===== src/hdl/gedm_cfg.svh =====
`ifndef GEDM_CFG_SVH
`define GEDM_CFG_SVH
`define GEDM_A_DISARM     8'h00
`define GEDM_A_DMA_MODE   8'h04
`define GEDM_A_IN_MODE    8'h08
`define GEDM_A_IN_COUNT   8'h0c
`define GEDM_A_BOARD      8'h10
`define GEDM_A_CONTROL    8'h14
`define GEDM_A_COMPLETION 8'h18
`define GEDM_A_STATUS     8'h1c
`define GEDM_A_EVENTS     8'h20
`define GEDM_A_DATA       8'h24
`define GEDM_MODE_AUTO    0
`define GEDM_MODE_DEM     1
`define GEDM_MODE_SIN     2
`define GEDM_IN_DMA       0
`define GEDM_IN_CONT      1
`define GEDM_CTL_START    0
`define GEDM_CTL_STOP     1
`define GEDM_CTL_TMO_OFF  2
`define GEDM_DISARM_RST   9'h000
`define GEDM_DMA_MODE_RST 3'h4
`define GEDM_CC_OK        8'h00
`define GEDM_CC_BOARD     8'h01
`define GEDM_CC_MODE      8'h02
`define GEDM_CC_BUSY      8'h03
`define GEDM_RESP_OK      2'h0
`define GEDM_RESP_SLVERR  2'h2
`endif


===== src/hdl/gedm_pkg.sv =====
`default_nettype none
package gedm_pkg;
	typedef logic [15:0] gedm_word_t;
	typedef logic [7:0]  gedm_addr_t;
	typedef logic [8:0]  gedm_events_t;
	typedef enum logic [2:0] {
		ST_IDLE  = 3'b001,
		ST_RUN   = 3'b010,
		ST_FLUSH = 3'b100
	} gedm_state_t;
endpackage : gedm_pkg
`default_nettype wire


===== src/hdl/gedm_axil.sv =====
`default_nettype none
`include "gedm_cfg.svh"
module gedm_axil (
	input  wire logic                 mclk,
	input  wire logic                 rst_n,
	input  wire logic                 ce,
	input  wire gedm_pkg::gedm_addr_t awaddr,
	input  wire logic                 awvalid,
	output logic                      awready,
	input  wire logic [31:0]          wdata,
	input  wire logic [3:0]           wstrb,
	input  wire logic                 wvalid,
	output logic                      wready,
	output logic [1:0]                bresp,
	output logic                      bvalid,
	input  wire logic                 bready,
	input  wire gedm_pkg::gedm_addr_t araddr,
	input  wire logic                 arvalid,
	output logic                      arready,
	output logic [31:0]               rdata,
	output logic [1:0]                rresp,
	output logic                      rvalid,
	input  wire logic                 rready,
	output logic                      wr_en,
	output gedm_pkg::gedm_addr_t      wr_addr,
	output logic [31:0]               wr_data,
	output logic [3:0]                wr_strb,
	output logic                      rd_en,
	output gedm_pkg::gedm_addr_t      rd_addr,
	input  wire logic [31:0]          rd_data,
	input  wire logic                 rd_err,
	input  wire logic                 wr_err
);
	import gedm_pkg::*;
	logic aw_held;
	logic w_held;

	assign awready = ce && !aw_held && !bvalid;
	assign wready  = ce && !w_held && !bvalid;
	assign wr_en   = ce && aw_held && w_held && !bvalid;
	assign arready = ce && !rvalid;
	assign rd_en   = arvalid && arready;
	assign rd_addr = araddr;

	always_ff @(posedge mclk or negedge rst_n) begin
		if (!rst_n) begin
			aw_held <= 1'b0;
			w_held  <= 1'b0;
			wr_addr <= 8'h00;
			wr_data <= 32'h0000_0000;
			wr_strb <= 4'h0;
			bvalid  <= 1'b0;
			bresp   <= `GEDM_RESP_OK;
		end else if (ce) begin
			if (awvalid && awready) begin
				aw_held <= 1'b1;
				wr_addr <= awaddr;
			end
			if (wvalid && wready) begin
				w_held  <= 1'b1;
				wr_data <= wdata;
				wr_strb <= wstrb;
			end
			if (wr_en) begin
				aw_held <= 1'b0;
				w_held  <= 1'b0;
				bvalid  <= 1'b1;
				bresp   <= wr_err ? `GEDM_RESP_SLVERR : `GEDM_RESP_OK;
			end else if (bvalid && bready) begin
				bvalid <= 1'b0;
			end
		end
	end

	always_ff @(posedge mclk or negedge rst_n) begin
		if (!rst_n) begin
			rvalid <= 1'b0;
			rdata  <= 32'h0000_0000;
			rresp  <= `GEDM_RESP_OK;
		end else if (ce) begin
			if (rd_en) begin
				rvalid <= 1'b1;
				rdata  <= rd_data;
				rresp  <= rd_err ? `GEDM_RESP_SLVERR : `GEDM_RESP_OK;
			end else if (rvalid && rready) begin
				rvalid <= 1'b0;
			end
		end
	end
endmodule : gedm_axil
`default_nettype wire


===== src/hdl/gedm_pack.sv =====
`default_nettype none
module gedm_pack (
	input  wire logic            mclk,
	input  wire logic            rst_n,
	input  wire logic            ce,
	input  wire logic            in_valid,
	input  wire logic [7:0]      in_byte,
	output logic                 in_ready,
	input  wire logic            flush,
	output logic                 out_valid,
	output gedm_pkg::gedm_word_t out_word,
	input  wire logic            out_ready,
	output logic                 idle
);
	import gedm_pkg::*;
	logic       have_lo;
	logic [7:0] lo;

	assign in_ready = ce && !out_valid;
	assign idle     = !have_lo && !out_valid;

	// First byte of a pair lands in the low half of the word.
	always_ff @(posedge mclk or negedge rst_n) begin
		if (!rst_n) begin
			have_lo   <= 1'b0;
			lo        <= 8'h00;
			out_valid <= 1'b0;
			out_word  <= 16'h0000;
		end else if (ce) begin
			if (in_valid && in_ready) begin // [RL18]
				if (have_lo) begin
					out_word  <= {in_byte, lo};
					out_valid <= 1'b1;
					have_lo   <= 1'b0;
				end else begin
					lo      <= in_byte;
					have_lo <= 1'b1;
				end
			end else if (flush && have_lo && !out_valid) begin
				out_word  <= {8'h00, lo};
				out_valid <= 1'b1;
				have_lo   <= 1'b0;
			end else if (out_valid && out_ready) begin
				out_valid <= 1'b0;
			end
		end
	end

	AST_PACK_PAIR: assert property (@(posedge mclk) disable iff (!rst_n) // [RL18]
		in_valid && in_ready && have_lo |=> out_valid && out_word == {$past(in_byte), $past(lo)})
		else $error("Byte pair was not packed into one word.");
	AST_PACK_HOLD: assert property (@(posedge mclk) disable iff (!rst_n) // [RL18]
		out_valid && !(ce && out_ready) |=> out_valid && $stable(out_word))
		else $error("Packed word changed before it was taken.");
endmodule : gedm_pack
`default_nettype wire


===== src/hdl/gedm_top.sv =====
// Operation
// RL1: Disarm word: nine event mask bits, rest zero.
// RL2: Masked internal service request leaves notification alone.
// RL3: Masked device clear leaves notification alone.
// RL4: Masked listen addressing leaves notification alone.
// RL5: Masked talk addressing leaves notification alone.
// RL6: Masked idle leaves notification alone.
// RL7: Mode word: single, demand, auto-reload bits.
// RL8: Default mode is single without auto-reload.
// RL9: Single mode: one byte per DMA grant. The code moves one packed 16-bit word per grant instead.
// RL10: Demand mode: controller holds bus while requested.
// RL11: Demand bus returns after request drops.
// RL12: Single plus demand together is rejected.
// RL13: Auto-reload restores count and repeats transfer. The code reloads only in continue mode and otherwise ends at the count.
// RL14: Auto-reload lasts until next transfer completes.
// RL15: Auto-reload buffers stay within one page.
// RL16: Byte count 0..65535; zero means terminator only.
// RL17: Input mode: continue bit and DMA bit.
// RL18: Bytes packed two per 16-bit word.
// RL19: Board select picks the addressed board.
// RL20: Completion code zero means success.
// RL21: Continue returns early after first byte.
// RL22: Continue with auto-reload runs until stop/terminator.
// RL23: DMA bit raises request per ready word.
`default_nettype none
`include "gedm_cfg.svh"
module gedm_top (
	input  wire logic                   mclk,
	input  wire logic                   nrst,
	input  wire logic                   ce,
	input  wire logic [1:0]             board_id,
	input  wire gedm_pkg::gedm_addr_t   awaddr,
	input  wire logic                   awvalid,
	output logic                        awready,
	input  wire logic [31:0]            wdata,
	input  wire logic [3:0]             wstrb,
	input  wire logic                   wvalid,
	output logic                        wready,
	output logic [1:0]                  bresp,
	output logic                        bvalid,
	input  wire logic                   bready,
	input  wire gedm_pkg::gedm_addr_t   araddr,
	input  wire logic                   arvalid,
	output logic                        arready,
	output logic [31:0]                 rdata,
	output logic [1:0]                  rresp,
	output logic                        rvalid,
	input  wire logic                   rready,
	input  wire gedm_pkg::gedm_events_t bus_event,
	input  wire logic                   rx_valid,
	input  wire logic [7:0]             rx_data,
	input  wire logic                   rx_term,
	output logic                        rx_ready,
	output logic                        dma_req,
	input  wire logic                   dma_ack,
	output gedm_pkg::gedm_word_t        dma_data,
	output logic                        event_notify
);
	import gedm_pkg::*;

	logic         rst_meta;
	logic         rst_n;
	logic         strap_taken;
	logic [1:0]   my_board;
	logic         wr_en;
	gedm_addr_t   wr_addr;
	logic [31:0]  wr_data;
	logic [3:0]   wr_strb;
	logic         rd_en;
	gedm_addr_t   rd_addr;
	logic [31:0]  rd_data;
	logic         rd_err;
	logic         wr_err;
	logic [31:0]  cur_value;
	gedm_word_t   wr_lo;
	gedm_events_t disarm;
	logic [2:0]   dma_mode;
	logic [1:0]   in_mode;
	gedm_word_t   in_count;
	logic [1:0]   board_sel;
	logic         tmo_off;
	logic [7:0]   completion;
	gedm_events_t evt_seen;
	gedm_state_t  state;
	gedm_word_t   remaining;
	gedm_word_t   cnt_latch;
	logic         count_on;
	logic         cur_dma;
	logic         cur_cont;
	logic         done;
	logic         released;
	logic         single_gap;
	logic         pk_out_valid;
	gedm_word_t   pk_out_word;
	logic         pk_out_ready;
	logic         pk_in_ready;
	logic         pk_idle;
	logic         board_ok;
	logic         cfg_any;
	logic         cfg_wr;
	logic         bad_mode;
	logic         start_go;
	logic         stop_go;
	logic         byte_take;
	logic         last_by_count;
	logic         reload;
	logic         end_now;
	logic         finish;
	logic         dma_take;
	logic         data_pop;
	logic         mode_wr;

	always_ff @(posedge mclk or negedge nrst) begin
		if (!nrst) begin
			rst_meta <= 1'b0;
			rst_n    <= 1'b0;
		end else begin
			rst_meta <= 1'b1;
			rst_n    <= rst_meta;
		end
	end

	// The board number strap is sampled once, on the first enabled edge after reset.
	always_ff @(posedge mclk or negedge rst_n) begin
		if (!rst_n) begin
			strap_taken <= 1'b0;
			my_board    <= 2'b00;
		end else if (ce && !strap_taken) begin
			strap_taken <= 1'b1;
			my_board    <= board_id;
		end
	end

	gedm_axil u_bus (
		.mclk    (mclk),
		.rst_n   (rst_n),
		.ce      (ce),
		.awaddr  (awaddr),
		.awvalid (awvalid),
		.awready (awready),
		.wdata   (wdata),
		.wstrb   (wstrb),
		.wvalid  (wvalid),
		.wready  (wready),
		.bresp   (bresp),
		.bvalid  (bvalid),
		.bready  (bready),
		.araddr  (araddr),
		.arvalid (arvalid),
		.arready (arready),
		.rdata   (rdata),
		.rresp   (rresp),
		.rvalid  (rvalid),
		.rready  (rready),
		.wr_en   (wr_en),
		.wr_addr (wr_addr),
		.wr_data (wr_data),
		.wr_strb (wr_strb),
		.rd_en   (rd_en),
		.rd_addr (rd_addr),
		.rd_data (rd_data),
		.rd_err  (rd_err),
		.wr_err  (wr_err)
	);

	function automatic logic is_mapped(input gedm_addr_t a);
		is_mapped = (a <= `GEDM_A_DATA) && (a[1:0] == 2'b00);
	endfunction : is_mapped

	function automatic logic [31:0] reg_read(input gedm_addr_t a);
		logic [31:0] v;
		v = 32'h0000_0000;
		unique case (a)
			`GEDM_A_DISARM:     v = {23'h000000, disarm};
			`GEDM_A_DMA_MODE:   v = {29'h00000000, dma_mode};
			`GEDM_A_IN_MODE:    v = {30'h00000000, in_mode};
			`GEDM_A_IN_COUNT:   v = {16'h0000, in_count};
			`GEDM_A_BOARD:      v = {30'h00000000, board_sel};
			`GEDM_A_CONTROL:    v = {29'h00000000, tmo_off, 2'b00};
			`GEDM_A_COMPLETION: v = {24'h000000, completion};
			`GEDM_A_STATUS:     v = {25'h0000000, my_board, pk_out_valid, dma_mode[`GEDM_MODE_AUTO],
			                         released, done, state != ST_IDLE};
			`GEDM_A_EVENTS:     v = {23'h000000, evt_seen};
			`GEDM_A_DATA:       v = {16'h0000, pk_out_word};
			default:            v = 32'h0000_0000;
		endcase
		reg_read = v;
	endfunction : reg_read

	// Byte enables act on the low two lanes; the upper lanes hold no register bits.
	always_comb begin
		cur_value = reg_read(wr_addr);
		wr_lo     = {wr_strb[1] ? wr_data[15:8] : cur_value[15:8], wr_strb[0] ? wr_data[7:0] : cur_value[7:0]};
		rd_data   = reg_read(rd_addr);
	end

	assign rd_err   = !is_mapped(rd_addr);
	assign wr_err   = !is_mapped(wr_addr);
	assign board_ok = (board_sel == my_board); // [RL19]
	assign cfg_any  = wr_en && (wr_addr == `GEDM_A_DISARM || wr_addr == `GEDM_A_DMA_MODE
		|| wr_addr == `GEDM_A_IN_MODE || wr_addr == `GEDM_A_IN_COUNT || wr_addr == `GEDM_A_CONTROL);
	assign cfg_wr   = cfg_any && board_ok; // [RL19]
	assign bad_mode = wr_lo[`GEDM_MODE_SIN] && wr_lo[`GEDM_MODE_DEM]; // [RL12]
	assign mode_wr  = cfg_wr && wr_addr == `GEDM_A_DMA_MODE && !bad_mode;
	assign start_go = cfg_wr && wr_addr == `GEDM_A_CONTROL && wr_lo[`GEDM_CTL_START] && state == ST_IDLE;
	assign stop_go  = cfg_wr && wr_addr == `GEDM_A_CONTROL && wr_lo[`GEDM_CTL_STOP] && state == ST_RUN;

	assign rx_ready      = (state == ST_RUN) && pk_in_ready;
	assign byte_take     = rx_valid && rx_ready;
	assign last_by_count = count_on && remaining == 16'h0001; // [RL16]
	assign reload        = cur_cont && dma_mode[`GEDM_MODE_AUTO]; // [RL22]
	assign end_now       = (byte_take && (rx_term || (last_by_count && !reload))) || stop_go; // [RL22]
	assign finish        = ce && state == ST_FLUSH && pk_idle;

	always_ff @(posedge mclk or negedge rst_n) begin
		if (!rst_n) begin
			disarm    <= `GEDM_DISARM_RST;
			in_mode   <= 2'b00;
			in_count  <= 16'h0000;
			board_sel <= 2'b00;
			tmo_off   <= 1'b0;
		end else if (ce) begin
			if (cfg_wr && wr_addr == `GEDM_A_DISARM) begin
				disarm <= wr_lo[8:0]; // [RL1]
			end
			if (cfg_wr && wr_addr == `GEDM_A_IN_MODE) begin
				in_mode <= wr_lo[1:0]; // [RL17]
			end
			if (cfg_wr && wr_addr == `GEDM_A_IN_COUNT) begin
				in_count <= wr_lo; // [RL16]
			end
			if (cfg_wr && wr_addr == `GEDM_A_CONTROL) begin
				tmo_off <= wr_lo[`GEDM_CTL_TMO_OFF];
			end
			if (wr_en && wr_addr == `GEDM_A_BOARD) begin
				board_sel <= wr_lo[1:0];
			end
		end
	end

	// A write to the mode word in the finishing cycle wins over the auto-reload clear.
	always_ff @(posedge mclk or negedge rst_n) begin
		if (!rst_n) begin
			dma_mode <= `GEDM_DMA_MODE_RST; // [RL8]
		end else if (ce) begin
			if (mode_wr) begin
				dma_mode <= wr_lo[2:0]; // [RL7] [RL12]
			end else if (finish) begin
				dma_mode[`GEDM_MODE_AUTO] <= 1'b0; // [RL14]
			end
		end
	end

	always_ff @(posedge mclk or negedge rst_n) begin
		if (!rst_n) begin
			completion <= `GEDM_CC_OK;
		end else if (ce && cfg_any) begin // [RL20]
			if (!board_ok) begin
				completion <= `GEDM_CC_BOARD;
			end else if (wr_addr == `GEDM_A_DMA_MODE && bad_mode) begin
				completion <= `GEDM_CC_MODE;
			end else if (wr_addr == `GEDM_A_CONTROL && wr_lo[`GEDM_CTL_START] && state != ST_IDLE) begin
				completion <= `GEDM_CC_BUSY;
			end else begin
				completion <= `GEDM_CC_OK;
			end
		end
	end

	// Notification follows only the events whose mask bit is clear; seen events stick until written one.
	always_ff @(posedge mclk or negedge rst_n) begin
		if (!rst_n) begin
			event_notify <= 1'b0;
			evt_seen     <= 9'h000;
		end else if (ce) begin
			event_notify <= |(bus_event & ~disarm); // [RL2] [RL3] [RL4] [RL5] [RL6]
			if (wr_en && wr_addr == `GEDM_A_EVENTS) begin
				evt_seen <= (evt_seen & ~wr_lo[8:0]) | (bus_event & ~disarm);
			end else begin
				evt_seen <= evt_seen | (bus_event & ~disarm);
			end
		end
	end

	always_ff @(posedge mclk or negedge rst_n) begin
		if (!rst_n) begin
			state <= ST_IDLE;
		end else if (ce) begin
			unique case (state)
				ST_IDLE:  if (start_go) state <= ST_RUN;
				ST_RUN:   if (end_now) state <= ST_FLUSH;
				ST_FLUSH: if (pk_idle) state <= ST_IDLE;
			endcase
		end
	end

	// In continue mode, auto-reload refills the count inside one buffer; the page limit is the host's to keep.
	always_ff @(posedge mclk or negedge rst_n) begin
		if (!rst_n) begin
			remaining <= 16'h0000;
			cnt_latch <= 16'h0000;
			count_on  <= 1'b0;
			cur_dma   <= 1'b0;
			cur_cont  <= 1'b0;
		end else if (ce) begin
			if (start_go) begin
				remaining <= in_count;
				cnt_latch <= in_count;
				count_on  <= in_count != 16'h0000; // [RL16]
				cur_dma   <= in_mode[`GEDM_IN_DMA]; // [RL17]
				cur_cont  <= in_mode[`GEDM_IN_CONT];
			end else if (byte_take && count_on) begin
				if (last_by_count && reload) begin
					remaining <= cnt_latch; // [RL13] [RL15] [RL22]
				end else begin
					remaining <= remaining - 16'h0001;
				end
			end
		end
	end

	always_ff @(posedge mclk or negedge rst_n) begin
		if (!rst_n) begin
			done     <= 1'b0;
			released <= 1'b0;
		end else if (ce) begin
			if (start_go) begin
				done     <= 1'b0;
				released <= in_mode[`GEDM_IN_CONT] && tmo_off; // [RL21]
			end else if (finish) begin
				done     <= 1'b1;
				released <= 1'b1;
			end else if (byte_take && cur_cont) begin
				released <= 1'b1; // [RL21]
			end
		end
	end

	// Single mode drops the request for a cycle after each grant, so the controller returns the bus.
	assign dma_req      = ce && cur_dma && pk_out_valid && !single_gap; // [RL23] [RL9] [RL10]
	assign dma_take     = dma_req && dma_ack;
	assign data_pop     = rd_en && rd_addr == `GEDM_A_DATA && !cur_dma;
	assign pk_out_ready = dma_take || data_pop;
	assign dma_data     = pk_out_word;

	always_ff @(posedge mclk or negedge rst_n) begin
		if (!rst_n) begin
			single_gap <= 1'b0;
		end else if (ce) begin
			single_gap <= dma_take && dma_mode[`GEDM_MODE_SIN]; // [RL9] [RL11]
		end
	end

	gedm_pack u_pack (
		.mclk      (mclk),
		.rst_n     (rst_n),
		.ce        (ce),
		.in_valid  (rx_valid && state == ST_RUN),
		.in_byte   (rx_data),
		.in_ready  (pk_in_ready),
		.flush     (state == ST_FLUSH),
		.out_valid (pk_out_valid),
		.out_word  (pk_out_word),
		.out_ready (pk_out_ready),
		.idle      (pk_idle)
	);

	AST_MASK_QUIET: assert property (@(posedge mclk) disable iff (!rst_n) // [RL2] [RL3] [RL4] [RL5] [RL6]
		ce && (bus_event & ~disarm) == 9'h000 |=> !event_notify)
		else $error("Notification raised by a masked event.");
	AST_EVENT_PASS: assert property (@(posedge mclk) disable iff (!rst_n) // [RL1]
		ce && (bus_event & ~disarm) != 9'h000 |=> event_notify && evt_seen != 9'h000)
		else $error("Unmasked event gave no notification.");
	AST_MODE_EXCL: assert property (@(posedge mclk) disable iff (!rst_n) // [RL7]
		!(dma_mode[`GEDM_MODE_SIN] && dma_mode[`GEDM_MODE_DEM]))
		else $error("Single and demand both active.");
	AST_MODE_REJECT: assert property (@(posedge mclk) disable iff (!rst_n) // [RL12]
		ce && cfg_wr && wr_addr == `GEDM_A_DMA_MODE && bad_mode |=> completion == `GEDM_CC_MODE)
		else $error("Conflicting mode word not reported.");
	AST_BOARD_REJECT: assert property (@(posedge mclk) disable iff (!rst_n) // [RL19]
		ce && cfg_any && !board_ok |=> completion == `GEDM_CC_BOARD && $stable(disarm) && $stable(in_count))
		else $error("Write to another board took effect.");
	AST_AUTO_CLEAR: assert property (@(posedge mclk) disable iff (!rst_n) // [RL14]
		finish && !mode_wr |=> !dma_mode[`GEDM_MODE_AUTO] && done && state == ST_IDLE)
		else $error("Auto-reload survived transfer completion.");
	AST_DMA_GATE: assert property (@(posedge mclk) disable iff (!rst_n) // [RL23]
		ce && cur_dma && $rose(pk_out_valid) |-> dma_req)
		else $error("Ready word in DMA mode raised no request.");
	AST_SINGLE_GAP: assert property (@(posedge mclk) disable iff (!rst_n) // [RL9]
		ce && dma_take && dma_mode[`GEDM_MODE_SIN] |=> !dma_req)
		else $error("Single mode request not dropped after a grant.");
	AST_COUNT_END: assert property (@(posedge mclk) disable iff (!rst_n) // [RL16]
		ce && byte_take && last_by_count && !reload |=> state == ST_FLUSH)
		else $error("Transfer went on past its byte count.");
	AST_RELOAD_RUN: assert property (@(posedge mclk) disable iff (!rst_n) // [RL22]
		ce && byte_take && last_by_count && reload && !rx_term && !stop_go
		|=> state == ST_RUN && remaining == cnt_latch)
		else $error("Continue with auto-reload stopped at count.");
	AST_RELEASE_FIRST: assert property (@(posedge mclk) disable iff (!rst_n) // [RL21]
		ce && state == ST_RUN && cur_cont && byte_take |=> released ##1 released)
		else $error("Continue mode did not release after first byte.");
endmodule : gedm_top
`default_nettype wire


===== config.mk =====
export PLATFORM = sky130hd
export DESIGN_NAME = gedm_top
export DESIGN_NICKNAME = d
export VERILOG_FILES = /design/src/hdl/gedm_pkg.sv /design/src/hdl/gedm_axil.sv /design/src/hdl/gedm_pack.sv /design/src/hdl/gedm_top.sv
export VERILOG_INCLUDE_DIRS = /design/src /design/src/hdl
export SDC_FILE = /design/constraint.sdc
export NUM_CORES = 1
export LEC_CHECK = 0
export BUFFER_PORTS_ARGS = -buffer_cell sky130_fd_sc_hd__buf_4
export CORE_ASPECT_RATIO = 1.1
export CORE_MARGIN = 4
export CORE_UTILIZATION = 40
export DETAILED_ROUTE_END_ITERATION = 8
export SLEW_MARGIN = 40
export SYNTH_ARGS = -nofsm -noshare
export SYNTH_HDL_FRONTEND = slang
export SYNTH_HIERARCHICAL = 1
export SYNTH_SLANG_ARGS = --single-unit

===== constraint.sdc =====
create_clock -name mclk -period 8 [get_ports mclk]
set_input_delay 1.2 -clock mclk [delete_from_list [all_inputs] [get_ports mclk]]
set_output_delay 1.2 -clock mclk [all_outputs]
set_load 0.02 [all_outputs]

==> impl_metrics.yaml, run 1 <==
status:
  status: "completed"
clocking:
  htreeDepth: 4
  clock_latency_ps: 440
  numClockSinks: 181
  cts_root_buf: "clkbuf_16"
  clock_path_buffers: 2
  cts_tree: "built"
  postCtsSetupRepairBufs: 0
  clkTransAtPathRegs_ps: 70
  cts-buffers-inserted: 17
  ctsResizeCount: 0
  hold_buffers: 0
power_and_ir_drop:
  power-per-cell-area_nw_per_um2: 273
  ir_drop_v: 0.000202
  leakagePower_nw: 5.04
final_layout:
  most-common-layout-cells: "177 x dfrtp_1, 126 x buf_4, 85 x mux2_2"
  multi_input_area_um2: 4540
  regArea_um2: 4540
  fillers: 2184
  nNetsFinal: 1002
  fin_util: 0.480
  diodes: 0
  layout_commonest_cell: "dfrtp_1"
  drive_gt1_frac: 0.346
  area_delta_synth_final_pct: 17.1
sta:
  rsz0062_at_grt: "false"
  clock.fmax_mhz: 258
  finalCriticalPeriod_ps: 3870
  worst_hold_slack_ps: 196
  finalClockSkew_ps: 10.7
  setup_violations: 0
  finalCritPeriodShare: 0.484
  finalSetupTns_ps: 0
  hold_viol_final: 0
  max-slew-margin-rel: 0.417
  tightest_slew_ps: 874
  final_max_slew_viol_count: 0
worst_setup_path:
  worstPathRequired_ps: 6800
  cp-start-kind: "primary input"
  reg2reg_setup_slack_ps: 4560
  r2r_cells: 5
  timing.rr.end: "cur_cont$_DFFE_PN0P_"
  endpoint_kind: "output pin"
  critPathKind: "in2out"
  cp_data_arrival_time_ps: 2670
  r2r_start: "u_bus/wr_addr[4]$_DFFE_PN0P_"
  crit_fanout: 38
route:
  dr.pass1.iters: 5
  num_vias: 6949
  drc: 0
  postRouteAntennaNets: 0
  drtIter0Drc: 569
  drt-met1-wl_um: 10900
  wl_met3_um: 1300
  wl_met2_um: 11900
  wl_um: 24800
  maxUsedRoutingLayer: "met4"
  viasPerCell: 5.65
  routedWlPerCell_um: 20.1
synthesis:
  syn_inst: 812
  synth_area_um2: 9470
  ys_warn_count: 6
  syn_area_per_cell_um2: 11.7
global_route:
  grtUsageTotal: 0.191
  antenna_found_initial: 0
  grt_max_degree: 85
  globalRoute.totalOverflow: 0
  grt_pass1_wl_um: 39600
  grt_pass1_vias: 7056
min_path:
  hp-class: "reg2async"
floorplan:
  ios: 142
  die-area_um2: 26200
  coreArea_um2: 23100
  rows: 58
  fp.dieW_um: 155
  die_height_um: 169
  start_util: 0.410
placed_design:
  hpwl_um: 17400
  io_buffer_count: 121
  gp_congestion: 0.869
job:
  cap_violations: 0
==> flip-flops by register name, indices dropped and copies added, names as in the netlist, 2 cells and up <==
| signal | flops |
|---|---|
| remaining | 16 |
| board_sel | 2 |
| disarm | 9 |
| cnt_latch | 16 |
| evt_seen | 9 |
| u_pack/out_word | 16 |
| state | 3 |
| u_bus/wr_data | 16 |
| u_pack/lo | 8 |
| in_mode | 2 |
| my_board | 2 |
| dma_mode | 3 |
| u_bus/wr_strb | 2 |
| in_count | 16 |
| u_bus/rdata | 32 |
| u_bus/wr_addr | 8 |
| completion | 2 |
==> worst max-delay path: stages <==
cell and delay, ps:
buf_4 390, nor2b_2 640, and2_1 260, buf_4 150
==> power breakdown <==
group | internal, W | switching [W]
combinational | 0.000426 | 0.000403
clock | 0.000423 | 0.000398
sequential | 0.00110 | 0.000276
==> metrics by stage <==
step	instances	instance area [um2]	power [W]	setup WS, ps
floorplan	828	9530	0.00191	2590
finish	1231	11100	0.00303	4130
CTS	1231	11100	0.00305	4140
global route	1231	11100	0.00319	4080
detailed placement	1199	10500	0.00222	4150
global placement	1199	10500	0.00220	4130
==> per-layer routing <==
layer,vias up,track usage
li1,3204,-
met1,3488,0.256
met2,213,0.311
met3,44,0.0347
met4,0,0.0703
met5,-,0
==> cell type report <==
cell class,instances,area share
multi-input cells,565,0.409
flip-flops and latches,181,0.409
repair buffers,128,0.0876
clock buffers,19,0.0399
well taps,300,0.0339
clock inverters,13,0.0116
inverters,25,0.00846
==> worst max-delay path by stage <==
stage / slack [ps] / start / endpoint
floorplan: 2590 / rst_n$_DFF_PN0_ / board_sel[0]$_DFFE_PN0P_
finish: 4130 / ce / rx_ready
global route: 4080 / ce / rx_ready
CTS: 4140 / ce / rx_ready
global placement: 4130 / ce / rx_ready
detailed placement: 4150 / ce / rx_ready
(Power assumes the default switching activity.)
==> run 2: changes to the inputs <==
clock period = 3.2 ns   (was 8 ns; I/O delays follow)
==> impl_metrics.yaml, run 2 (synthesis results as in run 1) <==
floorplan:
  die_height_um: 169
  die-area_um2: 26200
  ios: 142
  start_util: 0.410
  rows: 58
  coreArea_um2: 23100
  fp.dieW_um: 155
global_route:
  grt_max_degree: 67
  antenna_found_initial: 0
  grtUsageTotal: 0.194
  globalRoute.totalOverflow: 0
  grt_pass1_wl_um: 40200
  grt_pass1_vias: 7120
sta:
  hold_viol_final: 0
  finalClockSkew_ps: 17.2
  max-slew-margin-rel: 0.511
  final_max_slew_viol_count: 0
  clock.fmax_mhz: 371
  finalCriticalPeriod_ps: 2700
  finalSetupTns_ps: 0
  setup_violations: 0
  tightest_slew_ps: 728
  finalCritPeriodShare: 0.843
  rsz0062_at_grt: "false"
worst_setup_path:
  endpoint_kind: "flop"
  worstPathRequired_ps: 3520
  r2r_start: "u_bus/wr_addr[5]$_DFFE_PN0P_"
  critPathKind: "reg2reg"
  reg2reg_setup_slack_ps: 500
  cp_slowest_stage_delay_ps: 520
  cp-start-kind: "flop"
  cp_data_arrival_time_ps: 3020
  slowest_stage: "or3_1"
  crit_fanout: 10
  crit_chain: "or3_1 > nor3_1 > a22oi_1 > a31oi_2 > nor2_1 > o21ba_2"
  critPathLaunch: "u_bus/wr_addr[5]$_DFFE_PN0P_"
status:
  status: "completed"
route:
  drtIter0Drc: 593
  routedWlPerCell_um: 20.1
  wl_um: 25100
  num_vias: 6970
  drc: 0
  dr.pass1.iters: 6
  viasPerCell: 5.57
  postRouteAntennaNets: 0
placed_design:
  io_buffer_count: 121
  gp_congestion: 0.868
  hpwl_um: 18300
clocking:
  cts_tree: "built"
  clock_latency_ps: 440
  clock_path_buffers: 2
  cts-buffers-inserted: 17
  cts_root_buf: "clkbuf_16"
  clkTransAtPathRegs_ps: 80
  hold_buffers: 1
  postCtsSetupRepairBufs: 0
  htreeDepth: 4
  ctsResizeCount: 0
  numClockSinks: 181
final_layout:
  fillers: 2167
  max_flop_register: "u_bus/rdata"
  drive_gt1_frac: 0.357
  most-common-layout-cells: "178 x dfrtp_1, 146 x buf_4, 85 x mux2_2"
  largest_register_ff_count: 32
  nNetsFinal: 1023
  diodes: 0
  area_delta_synth_final_pct: 19.0
  layout_commonest_cell: "dfrtp_1"
power_and_ir_drop:
  power-per-cell-area_nw_per_um2: 683
  power.total_w: 0.00770
  leakagePower_nw: 5.17
  ir_drop_v: 0.000374
job:
  cap_violations: 0
min_path:
  hp-class: "in2reg"
  hp-start: "rready"
## run 2: final timing paths
kind | endpoint | cells after the start
max | dma_mode[1]$_DFFE_PN0P_ | 6
min reg2reg | u_pack/lo[7]$_DFFE_PN0P_ | 0
max in group asynchronous | my_board[0]$_DFFE_PN0P_ | 1
min | u_bus/rvalid$_DFFE_PN0P_ | 2
max reg2reg | dma_mode[1]$_DFFE_PN0P_ | 6
min in group asynchronous | u_pack/lo[7]$_DFFE_PN0P_ | 0
## run 2: area by class of cell
class | instances | area, um2 | share of cell area
tap | 300 | 375 | 0.0333
inverter | 25 | 93.8 | 0.00833
clock buffer | 18 | 439 | 0.0390
sequential | 181 | 4540 | 0.402
clock inverter | 14 | 154 | 0.0137
multi-input combinational | 565 | 4530 | 0.402
timing repair buffer | 149 | 1150 | 0.102
## run 2: power by group
part           internal [W]  switching (W)  total [W]
Clock               0.00107        0.00104    0.00210
Combinational       0.00112        0.00112    0.00225
Sequential          0.00276       0.000591    0.00335
Total               0.00495        0.00275    0.00770
## run 2: per-stage QoR
step                      hold slack, ps  setup WS [ps]   util  instance area [um2]  instances
final                                253            502  0.488                11300       1252
after global routing                 245            433  0.488                11300       1252
after CTS                            240            572  0.488                11300       1252
after global placement               263            564  0.462                10700       1219
after floorplan                      184            214      -                 9530        828
after detailed placement             263            470  0.462                10700       1219
## run 2: metal layers
layer  vias up  global-route usage  share of wire
li1       3225                   -              -
met1      3470               0.266           0.45
met2       219               0.310           0.47
met3        56              0.0314          0.047
met4         0              0.0753          0.034
met5         -                   0              0
## run 2: worst max-delay path, delay by kind of cell (launching register included)
| kind | cells | cell delay (ps) |
|---|---|---|
| flops | 1 | 500 |
| simple gates | 3 | 1150 |
| compound gates | 3 | 920 |
